File: config.mk
export PLATFORM = sky130hd
export DESIGN_NAME = tic_loader
export DESIGN_NICKNAME = d
export VERILOG_FILES = /design/src/verilog/tic_pkg.sv /design/src/verilog/tic_loader.sv
export SDC_FILE = /design/constraint.sdc
export NUM_CORES = 1
export LEC_CHECK = 0
export ABC_CLOCK_PERIOD_IN_PS = 2550
export BUFFER_PORTS_ARGS = -buffer_cell sky130_fd_sc_hd__buf_2
export CELL_PAD_IN_SITES_DETAIL_PLACEMENT = 0
export CELL_PAD_IN_SITES_GLOBAL_PLACEMENT = 1
export CORE_MARGIN = 1
export CORE_UTILIZATION = 36
export CTS_CLUSTER_SIZE = 25
export DETAILED_ROUTE_END_ITERATION = 6
export PLACE_DENSITY = 0.75
export SETUP_SLACK_MARGIN = 0.1
export SLEW_MARGIN = 0
export SYNTH_ARGS = -nofsm -noshare
export SYNTH_HDL_FRONTEND = slang
export SYNTH_SLANG_ARGS = --single-unit
File: constraint.sdc
create_clock -name clk -period 2.55 [get_ports clk]
set_input_delay 0.51 -clock clk [delete_from_list [all_inputs] [get_ports clk]]
set_output_delay 0.51 -clock clk [all_outputs]
set_load 0.05 [all_outputs]
File: src/verilog/tic_pkg.sv
// Purpose: constants and types for the temperature indexed calibration loader
// Assumes: 50 MHz clock, byte-wide nonvolatile memory, 10-bit byte address
// Notes:   all register offsets are AHB-Lite byte addresses
package tic_pkg;

	// clock and refresh period
	localparam int          TIC_CLK_MHZ     = 50;
	localparam int          TIC_TICK_US     = 1000;
	localparam logic [15:0] TIC_TICK_CYCLES = 16'(TIC_TICK_US * TIC_CLK_MHZ);

	// lock codes
	localparam logic [7:0]  TIC_LOCKED_CODE   = 8'hFF;
	localparam logic [7:0]  TIC_UNLOCKED_CODE = 8'h00;

	// temperature index limits and span table split point
	localparam logic [7:0]  TIC_IDX_MIN   = 8'h00;
	localparam logic [7:0]  TIC_IDX_MAX   = 8'hAF;
	localparam logic [7:0]  TIC_IDX_SPLIT = 8'h80;

	// nonvolatile byte addresses (low byte of each word)
	localparam logic [9:0]  TIC_EE_OFF_TRIM_BASE = 10'h000;
	localparam logic [9:0]  TIC_EE_SETUP         = 10'h160;
	localparam logic [9:0]  TIC_EE_OFF_DRIFT     = 10'h164;
	localparam logic [9:0]  TIC_EE_SPAN_DRIFT    = 10'h168;
	localparam logic [9:0]  TIC_EE_LOCK          = 10'h16A;
	localparam logic [9:0]  TIC_EE_SPAN_LO_BASE  = 10'h200;
	localparam logic [9:0]  TIC_EE_SPAN_HI_BASE  = 10'h1A0;

	// load sequence: step 0 is the lock byte, then five words low/high
	localparam logic [3:0]  TIC_LAST_STEP = 4'hA;

	// setup register field
	localparam int          TIC_FB_SEL_BIT = 0;

	// bus register offsets
	localparam logic [7:0]  TIC_REG_STATUS     = 8'h00;
	localparam logic [7:0]  TIC_REG_SETUP      = 8'h04;
	localparam logic [7:0]  TIC_REG_OFF_DRIFT  = 8'h08;
	localparam logic [7:0]  TIC_REG_SPAN_DRIFT = 8'h0C;
	localparam logic [7:0]  TIC_REG_OFF_TRIM   = 8'h10;
	localparam logic [7:0]  TIC_REG_SPAN_TRIM  = 8'h14;

	// reset values
	localparam logic [15:0] TIC_CAL_RESET  = 16'h0000;
	localparam logic [7:0]  TIC_LOCK_RESET = 8'hFF;

	typedef struct packed {
		logic [15:0] setup;
		logic [15:0] offset_drift_coeff_reg;
		logic [15:0] span_drift_coeff_reg;
		logic [15:0] offset_trim_reg;
		logic [15:0] span_trim_reg;
	} tic_cal_type;

	typedef enum logic [4:0] {
		ST_POR     = 5'b00001,
		ST_IDLE    = 5'b00010,
		ST_CONVERT = 5'b00100,
		ST_READ    = 5'b01000,
		ST_WAIT    = 5'b10000
	} tic_state_type;

endpackage // tic_pkg

File: src/verilog/tic_loader.sv
// Purpose: loads five calibration words from byte-wide nonvolatile memory when the lock byte reads locked and no override,
//          trim words through a clamped temperature index, refresh every 1 ms
// Assumes: single AHB-Lite master, whole-word transfers, memory answers each
//          read strobe with one valid pulse
// Notes:   bus writes to calibration words stand in for serial calibration
module tic_loader
	import tic_pkg::*;
#(
	parameter logic [15:0] TICK_CYCLES = TIC_TICK_CYCLES
)
(
	input  wire logic                clk,
	input  wire logic                srst,
	input  wire logic                hsel,
	input  wire logic [31:0]         haddr,
	input  wire logic [1:0]          htrans,
	input  wire logic                hwrite,
	input  wire logic [2:0]          hsize,
	input  wire logic [31:0]         hwdata,
	input  wire logic                hready,
	output logic                     hreadyout,
	output logic                     hresp,
	output logic [31:0]              hrdata,
	input  wire logic                por_done,
	input  wire logic                lock_override,
	output logic                     ee_rd,
	output logic [9:0]               ee_addr,
	input  wire logic [7:0]          ee_rdata,
	input  wire logic                ee_rvalid,
	output logic                     temp_start,
	input  wire logic [7:0]          temp_code,
	input  wire logic                temp_done,
	output tic_pkg::tic_cal_type     cal,
	output logic                     fb_internal_sel,
	output logic                     busy
);
	import tic_pkg::*;

	tic_state_type state;
	logic [15:0]   tick_cnt;
	logic          tick;
	logic          tick_pend;
	logic [7:0]    temp_idx;
	logic [7:0]    lock_byte;
	logic [3:0]    step;
	logic [7:0]    low_byte;
	logic          commit;
	logic          unlocked;
	logic          locked;
	logic          a_valid;
	logic          a_write;
	logic [7:0]    a_addr;
	logic          rd_wait;
	logic          bus_wr;
	logic [31:0]   next_hrdata;

	// clamp a raw reading to the table range
	function automatic logic [7:0] clamp_idx(input logic [7:0] raw);
		logic [7:0] r;
		r = raw;
		if (raw < TIC_IDX_MIN)
			r = TIC_IDX_MIN;
		if (raw > TIC_IDX_MAX)
			r = TIC_IDX_MAX;
		return r;
	endfunction

	// byte address of a load step; odd steps are low bytes
	function automatic logic [9:0] step_addr(input logic [3:0] s,
	                                         input logic [7:0] idx);
		logic [9:0] base;
		base = TIC_EE_LOCK;
		case (s)
			4'h1, 4'h2: base = TIC_EE_SETUP;
			4'h3, 4'h4: base = TIC_EE_OFF_DRIFT;
			4'h5, 4'h6: base = TIC_EE_SPAN_DRIFT;
			4'h7, 4'h8: base = TIC_EE_OFF_TRIM_BASE + {1'b0, idx, 1'b0};
			4'h9, 4'hA:
			begin
				if (idx < TIC_IDX_SPLIT)
					base = TIC_EE_SPAN_LO_BASE + {1'b0, idx, 1'b0};
				else
					base = TIC_EE_SPAN_HI_BASE + {2'b00, idx[6:0], 1'b0};
			end
			default: base = TIC_EE_LOCK;
		endcase
		// high byte sits at the odd neighbour
		if (s != 4'h0 && !s[0])
			return {base[9:1], 1'b1};
		return base;
	endfunction

	assign unlocked = (lock_byte == TIC_UNLOCKED_CODE) || lock_override;
	assign locked = (lock_byte == TIC_LOCKED_CODE) && !lock_override;

	// feedback resistor choice follows the setup word
	assign fb_internal_sel = cal.setup[TIC_FB_SEL_BIT];
	assign busy = (state == ST_CONVERT) || (state == ST_READ) ||
	              (state == ST_WAIT);

	// 1 ms timer, free running from reset
	always_ff @(posedge clk)
	begin
		if (srst)
			tick_cnt <= 16'h0000;
		else if (tick)
			tick_cnt <= 16'h0000;
		else
			tick_cnt <= tick_cnt + 16'h0001;
	end

	assign tick = (tick_cnt == TICK_CYCLES - 16'h0001);

	// a tick during a long load is kept, set wins over clear
	always_ff @(posedge clk)
	begin
		if (srst)
			tick_pend <= 1'b0;
		else if (tick)
			tick_pend <= 1'b1;
		else if (state == ST_IDLE)
			tick_pend <= 1'b0;
	end

	// load sequencer
	always_ff @(posedge clk)
	begin
		if (srst)
		begin
			state      <= ST_POR;
			step       <= 4'h0;
			ee_rd      <= 1'b0;
			ee_addr    <= 10'h000;
			temp_start <= 1'b0;
		end
		else
		begin
			ee_rd      <= 1'b0;
			temp_start <= 1'b0;
			case (state)
				ST_POR:
				begin
					// wait for reset functions to finish
					if (por_done)
					begin
						state      <= ST_CONVERT;
						temp_start <= 1'b1;
					end
				end
				ST_IDLE:
				begin
					if (tick_pend)
					begin
						state      <= ST_CONVERT;
						temp_start <= 1'b1;
					end
				end
				ST_CONVERT:
				begin
					if (temp_done)
					begin
						state <= ST_READ;
						step  <= 4'h0;
					end
				end
				ST_READ:
				begin
					ee_rd   <= 1'b1;
					ee_addr <= step_addr(step, temp_idx);
					state   <= ST_WAIT;
				end
				ST_WAIT:
				begin
					if (ee_rvalid)
					begin
						if (step == 4'h0 && ee_rdata != TIC_LOCKED_CODE)
							state <= ST_IDLE;
						else if (step == 4'h0 && lock_override)
							state <= ST_IDLE;
						else if (step == TIC_LAST_STEP)
							state <= ST_IDLE;
						else
						begin
							step  <= step + 4'h1;
							state <= ST_READ;
						end
					end
				end
				default: state <= ST_POR;
			endcase
		end
	end

	// index sampled once per refresh, held for both lookups
	always_ff @(posedge clk)
	begin
		if (srst)
			temp_idx <= TIC_IDX_MIN;
		else if (state == ST_CONVERT && temp_done)
			temp_idx <= clamp_idx(temp_code);
	end

	// lock byte refreshed at the start of every load
	always_ff @(posedge clk)
	begin
		if (srst)
			lock_byte <= TIC_LOCK_RESET;
		else if (state == ST_WAIT && ee_rvalid && step == 4'h0)
			lock_byte <= ee_rdata;
	end

	// low byte staged until its partner arrives
	always_ff @(posedge clk)
	begin
		if (srst)
			low_byte <= 8'h00;
		else if (state == ST_WAIT && ee_rvalid && step[0])
			low_byte <= ee_rdata;
	end

	assign commit = (state == ST_WAIT) && ee_rvalid && (step != 4'h0) &&
	                !step[0];

	// AHB-Lite address phase capture
	always_ff @(posedge clk)
	begin
		if (srst)
		begin
			a_valid <= 1'b0;
			a_write <= 1'b0;
			a_addr  <= 8'h00;
			rd_wait <= 1'b0;
		end
		else if (hready)
		begin
			a_valid <= hsel && htrans[1];
			a_write <= hwrite;
			a_addr  <= haddr[7:0];
			rd_wait <= hsel && htrans[1] && !hwrite;
		end
		else
			rd_wait <= 1'b0;
	end

	// reads take one wait state so that hrdata comes from a flop
	assign hreadyout = !rd_wait;
	assign hresp     = 1'b0;
	assign bus_wr    = a_valid && a_write && hready;

	// calibration words: memory commits or serial (bus) writes
	always_ff @(posedge clk)
	begin
		if (srst)
			cal <= {5{TIC_CAL_RESET}};
		else if (commit)
		begin
			// word number follows the step pair
			case (step)
				4'h2: cal.setup <= {ee_rdata, low_byte};
				4'h4: cal.offset_drift_coeff_reg <= {ee_rdata, low_byte};
				4'h6: cal.span_drift_coeff_reg   <= {ee_rdata, low_byte};
				// table words, on every refresh too
				4'h8: cal.offset_trim_reg <= {ee_rdata, low_byte};
				4'hA: cal.span_trim_reg   <= {ee_rdata, low_byte};
				default: cal <= cal;
			endcase
		end
		else if (bus_wr && unlocked)
		begin
			// any 16-bit code accepted as is
			case (a_addr)
				TIC_REG_SETUP:      cal.setup <= hwdata[15:0];
				TIC_REG_OFF_DRIFT:  cal.offset_drift_coeff_reg <= hwdata[15:0];
				TIC_REG_SPAN_DRIFT: cal.span_drift_coeff_reg <= hwdata[15:0];
				TIC_REG_OFF_TRIM:   cal.offset_trim_reg <= hwdata[15:0];
				TIC_REG_SPAN_TRIM:  cal.span_trim_reg <= hwdata[15:0];
				default:            cal <= cal;
			endcase
		end
	end

	// read mux
	always_comb
	begin
		next_hrdata = 32'h0000_0000;
		case (a_addr)
			TIC_REG_STATUS:
				next_hrdata = {8'h00, temp_idx, lock_byte, 5'h00,
				               unlocked, locked, busy};
			TIC_REG_SETUP:      next_hrdata = {16'h0000, cal.setup};
			TIC_REG_OFF_DRIFT:
				next_hrdata = {16'h0000, cal.offset_drift_coeff_reg};
			TIC_REG_SPAN_DRIFT:
				next_hrdata = {16'h0000, cal.span_drift_coeff_reg};
			TIC_REG_OFF_TRIM:
				next_hrdata = {16'h0000, cal.offset_trim_reg};
			TIC_REG_SPAN_TRIM:
				next_hrdata = {16'h0000, cal.span_trim_reg};
			default:            next_hrdata = 32'h0000_0000;
		endcase
	end

	always_ff @(posedge clk)
	begin
		if (srst)
			hrdata <= 32'h0000_0000;
		else if (rd_wait)
			hrdata <= next_hrdata;
	end

endmodule // tic_loader

==> run_results.csv <==
group,metric,value,unit
timing,fin_setup_tns,0,ns
drt,detail_route.first_pass.iterations,4,
cells_and_area,multiInputGateArea,4524,sq um
worst_setup_path,crit_arrival,2.66,ns
cells_and_area,finish.utilization,45.32,%
timing,fin_worst_skew,0.01370,ns
cells_and_area,register_area,3546,sq um
worst_setup_path,worst_path_max_delay_cell,"sky130_fd_sc_hd__dfxtp_1",
drt,final_antenna_net_count,0,
min_path,worst_hold_path_type,"in -> reg",
worst_setup_path,critical_path_peak_fanout,17,
worst_setup_path,worstPathBufferInverterCount,3,
synth,netlist.area_leader.share,42.43,%
synth,synth_area_leaders,"sky130_fd_sc_hd__dfxtp_1 (42%), sky130_fd_sc_hd__mux2_2 (11%), sky130_fd_sc_hd__nor2b_1 (6.5%)",
placed_design,io_buffers,168,
power,pwr-share-comb,9.7,%
global_route,grt_overflow_total,0,
synth,dominantRegCellSynth,"sky130_fd_sc_hd__dfxtp_1",
timing,timing.max_slew.rel_slack,60.84,%
cells_and_area,synthToLayoutAreaGrowth,23.24,%
worst_setup_path,crit_type,"reg -> reg",
worst_setup_path,reg2reg_path_depth,9,
clocking,clk-insertion-delay-late,0.44,ns
global_route,wire_length_of_the_first_global_routing_pass,37640,um
placed_design,dp_hpwl,17600,um
worst_setup_path,r2r_endpoint,"cal[30]",
timing,hold_slack,0.3170,ns
global_route,gr-usage-all-layers,20.51,%
placed_design,place_worst_setup_slack,0.1122,ns
power,power_density,590.3,nW/um^2
worst_setup_path,cp-start-kind,"register",
cells_and_area,nets,1149,
global_route,grt_start_max_net_pins,50,
synth,synth_sequential_area_ratio,42.43,%
worst_setup_path,nature_of_the_critical_path_endpoint,"register",
power,total_power_of_the_final_layout,6.075,mW
placed_design,dp_cells,1308,
drt,dr_total_vias,6879,
floorplan,core,22710,sq um
floorplan,floorplan.io_pins,222,
synth,synth.distinct_cells,58,
placed_design,gp_routability_congestion,0.8130,
worst_setup_path,setup.worst_path.start,"step[1]",
timing,actual_transition_at_the_worst_max_transition_pin,0.5862,ns
drt,detail_route.vias_per_cell,5.111,
timing,setup_repair_after_global_routing_missed_its_margin,"yes",
worst_setup_path,timing.critical_path.slowest_cell_delay,0.39,ns
power,power.share.clock,43.2,%
cells_and_area,layoutNonFillerInstCount,1346,
placed_design,placed_cell_area,9672,sq um
timing,final.period_utilization,91.31,%
cells_and_area,filler_cell_count,2230,
worst_setup_path,timing.critical_path.required,2.88,ns
clocking,cts.root.buffer_cell,"sky130_fd_sc_hd__clkbuf_16",
floorplan,die_x,154.3,um
drt,drt_iter0_drc,344,
global_route,grt_antenna_before_repair,0,
timing,setup_viol,0,
global_route,vias_in_the_first_global_route,6583,
clocking,clk_pin_slew_worst_setup_hold_paths,0.08,ns
drt,routedWlPerCell,17.87,um
worst_setup_path,regToRegSetupSlack,0.22,ns
power,maximum_ir_drop_on_the_vdd_rail,0.2743,mV
synth,cell_type_with_the_largest_total_area_after_synthesis,"sky130_fd_sc_hd__dfxtp_1",
power,power.leakage,4.502,nW
min_path,worst_hold_startpoint,"haddr[2]",
power,register_share_of_total_power,47.1,%
clocking,cts_buffers,17,
worst_setup_path,cells_along_the_critical_path,"inv_1, ha_4, nor3b_4, nor4b_4, buf_12, buf_4, mux2i_1, nor2_1, mux2_4",
synth,mappedNetlistArea,8352,sq um
synth,synth_enable_flop_cells,0,
worst_setup_path,cpLargestDelayFamily,"simple AND/OR/NAND/NOR gates",
min_path,worstHoldEndpoint,"a_addr[2]",
clocking,cts_tree,"done",
power,power.share.switching,27.49,%
status,status,"finished, final reports clean",
timing,clock.fmax,0.4295,GHz
floorplan,std_cell_rows,55,
drt,post_detailed_route_drc_marker_count,0,
timing,drv_slew,0,
clocking,clock_sinks,177,
floorplan,die_area,23810,sq um
min_path,min_path_cells,3,
synth,synth_area_per_cell,9.512,sq um
timing,post-route-worst-setup-slack,0.2216,ns
cells_and_area,insertedDiodeCount,0,
timing,layout_min_cycle_time,2.328,ns
synth,synth-warning-count,0,
timing,hold_violations,0,
power,internal_power,4.405,mW
floorplan,die_height,154.3,um
synth,synth.ff_latch_count,177,
power,netSwitchingPower,1.670,mW
cells_and_area,layout.cell_area.non_filler,10290,sq um
synth,asyncSetResetFlopFracSynth,0,%
cells_and_area,post_route_cells_drive_above_1_share,32.23,%
worst_setup_path,critical_path.reg2reg.startpoint,"step[1]",
floorplan,floorplan.initialDensity,36.78,%
drt,dr_wl_met2,10970,um
synth,synthesis.instances,878,
drt,detailroute.wirelength.met3,928,um
clocking,clockBufferDepth,2,
run,cap_viol_max_count,0,
drt,met1_length,11830,um
drt,totalWireLength,24050,um
clocking,hold_buffers,0,
drt,route.top_layer_used,"met4",
clocking,cts_max_level,4,
## routing by layer
metal / track usage (%) / vias to the layer above
li1: - / 3392
met1: 28.86 / 3313
met4: 5.281 / 0
met5: 0 / -
met3: 3.727 / 20
met2: 32.27 / 154
## cell families after synthesis
kind of cell / Yosys count / share of synthesized area, %
xor+xnor: 15 / 1.573
flops: 177 / 42.43
mux: 141 / 19.37
other cells: 1 / 0.04490
simple gates: 336 / 20.87
fa+ha+maj: 7 / 1.049
compound gates: 120 / 9.888
buf+inv: 81 / 4.779
## worst reg2reg max path, cell delays in order, from the launching register on
cell	delay [ns]
sky130_fd_sc_hd__dfxtp_1	0.39
sky130_fd_sc_hd__inv_1	0.12
sky130_fd_sc_hd__ha_4	0.22
sky130_fd_sc_hd__nor3b_4	0.17
sky130_fd_sc_hd__nor4b_4	0.26
sky130_fd_sc_hd__buf_12	0.20
sky130_fd_sc_hd__buf_4	0.19
sky130_fd_sc_hd__mux2i_1	0.22
sky130_fd_sc_hd__nor2_1	0.14
sky130_fd_sc_hd__mux2_4	0.32
## how the worst max path moves through the flow
| stage | endpoint | slack [ns] | cells after the start |
|---|---|---|---|
| floorplan | cal[22] | 0.07 | 10 |
| global placement | cal[21] | 0.13 | 8 |
| detailed placement | cal[62] | 0.11 | 8 |
| CTS | busy | 0.12 | 3 |
| global route | cal[46] | 0.09 | 9 |
| finish | cal[30] | 0.22 | 9 |
## placed cells by master, fill, tap and decap left out, types with 9 or more instances in the layout
cell type,netlist,layout
sky130_fd_sc_hd__a21oi_1,31,31
sky130_fd_sc_hd__a22oi_1,18,18
sky130_fd_sc_hd__buf_12,0,9
sky130_fd_sc_hd__buf_2,4,167
sky130_fd_sc_hd__buf_4,12,25
sky130_fd_sc_hd__clkbuf_16,0,17
sky130_fd_sc_hd__conb_1,1,9
sky130_fd_sc_hd__dfxtp_1,177,175
sky130_fd_sc_hd__inv_1,23,22
sky130_fd_sc_hd__mux2_2,85,74
sky130_fd_sc_hd__mux2_4,0,11
sky130_fd_sc_hd__mux2i_1,48,48
sky130_fd_sc_hd__nand2_1,32,32
sky130_fd_sc_hd__nand3_1,24,24
sky130_fd_sc_hd__nor2_1,120,119
sky130_fd_sc_hd__nor2b_1,87,87
sky130_fd_sc_hd__nor3_1,19,19
sky130_fd_sc_hd__o21ai_0,24,24
## cells in the mapped netlist, types with 12 or more instances
cell                         n
sky130_fd_sc_hd__nand2_1    32
sky130_fd_sc_hd__buf_4      12
sky130_fd_sc_hd__a21oi_1    31
sky130_fd_sc_hd__inv_1      23
sky130_fd_sc_hd__a22oi_1    18
sky130_fd_sc_hd__mux2i_1    48
sky130_fd_sc_hd__mux2_2     85
sky130_fd_sc_hd__clkbuf_1   29
sky130_fd_sc_hd__o21ai_0    24
sky130_fd_sc_hd__nor3_1     19
sky130_fd_sc_hd__dfxtp_1   177
sky130_fd_sc_hd__nor2b_1    87
sky130_fd_sc_hd__nand3_1    24
sky130_fd_sc_hd__nor2_1    120
## sequential cells by signal (all words and copies together), names as in the netlist, 5 cells and up
| signal | flops |
|---|---|
| a_addr | 8 |
| cal | 80 |
| ee_addr | 10 |
| hrdata | 24 |
| lock_byte | 8 |
| low_byte | 8 |
| state | 5 |
| temp_idx | 8 |
| tick_cnt | 16 |
## power groups by stage
stage               logic, mW  clock network, mW  registers (mW)
CTS                     0.589               2.67            2.86
finish                  0.590               2.62            2.86
detailed placement      0.588                  0            2.93
global placement        0.582                  0            2.93
floorplan               0.386                  0            2.94
global route            0.650               2.79            2.87
## cell type report
class / instances / area share [%]
Clock buffer: 19 / 4.206
Clock inverter: 13 / 1.362
Inverter: 23 / 0.8631
Multi-Input combinational cell: 628 / 43.96
Sequential cell: 177 / 34.45
Tap cell: 285 / 3.465
Timing Repair Buffer: 201 / 11.69
## timing repair
action / CTS / global route
endpoints found under the setup margin: 0 / 44
resized for setup: 0 / 1
endpoints found under the hold margin: 0 / 0
buffers inserted: 0 / 6
Power figures use the tool's default switching activity.
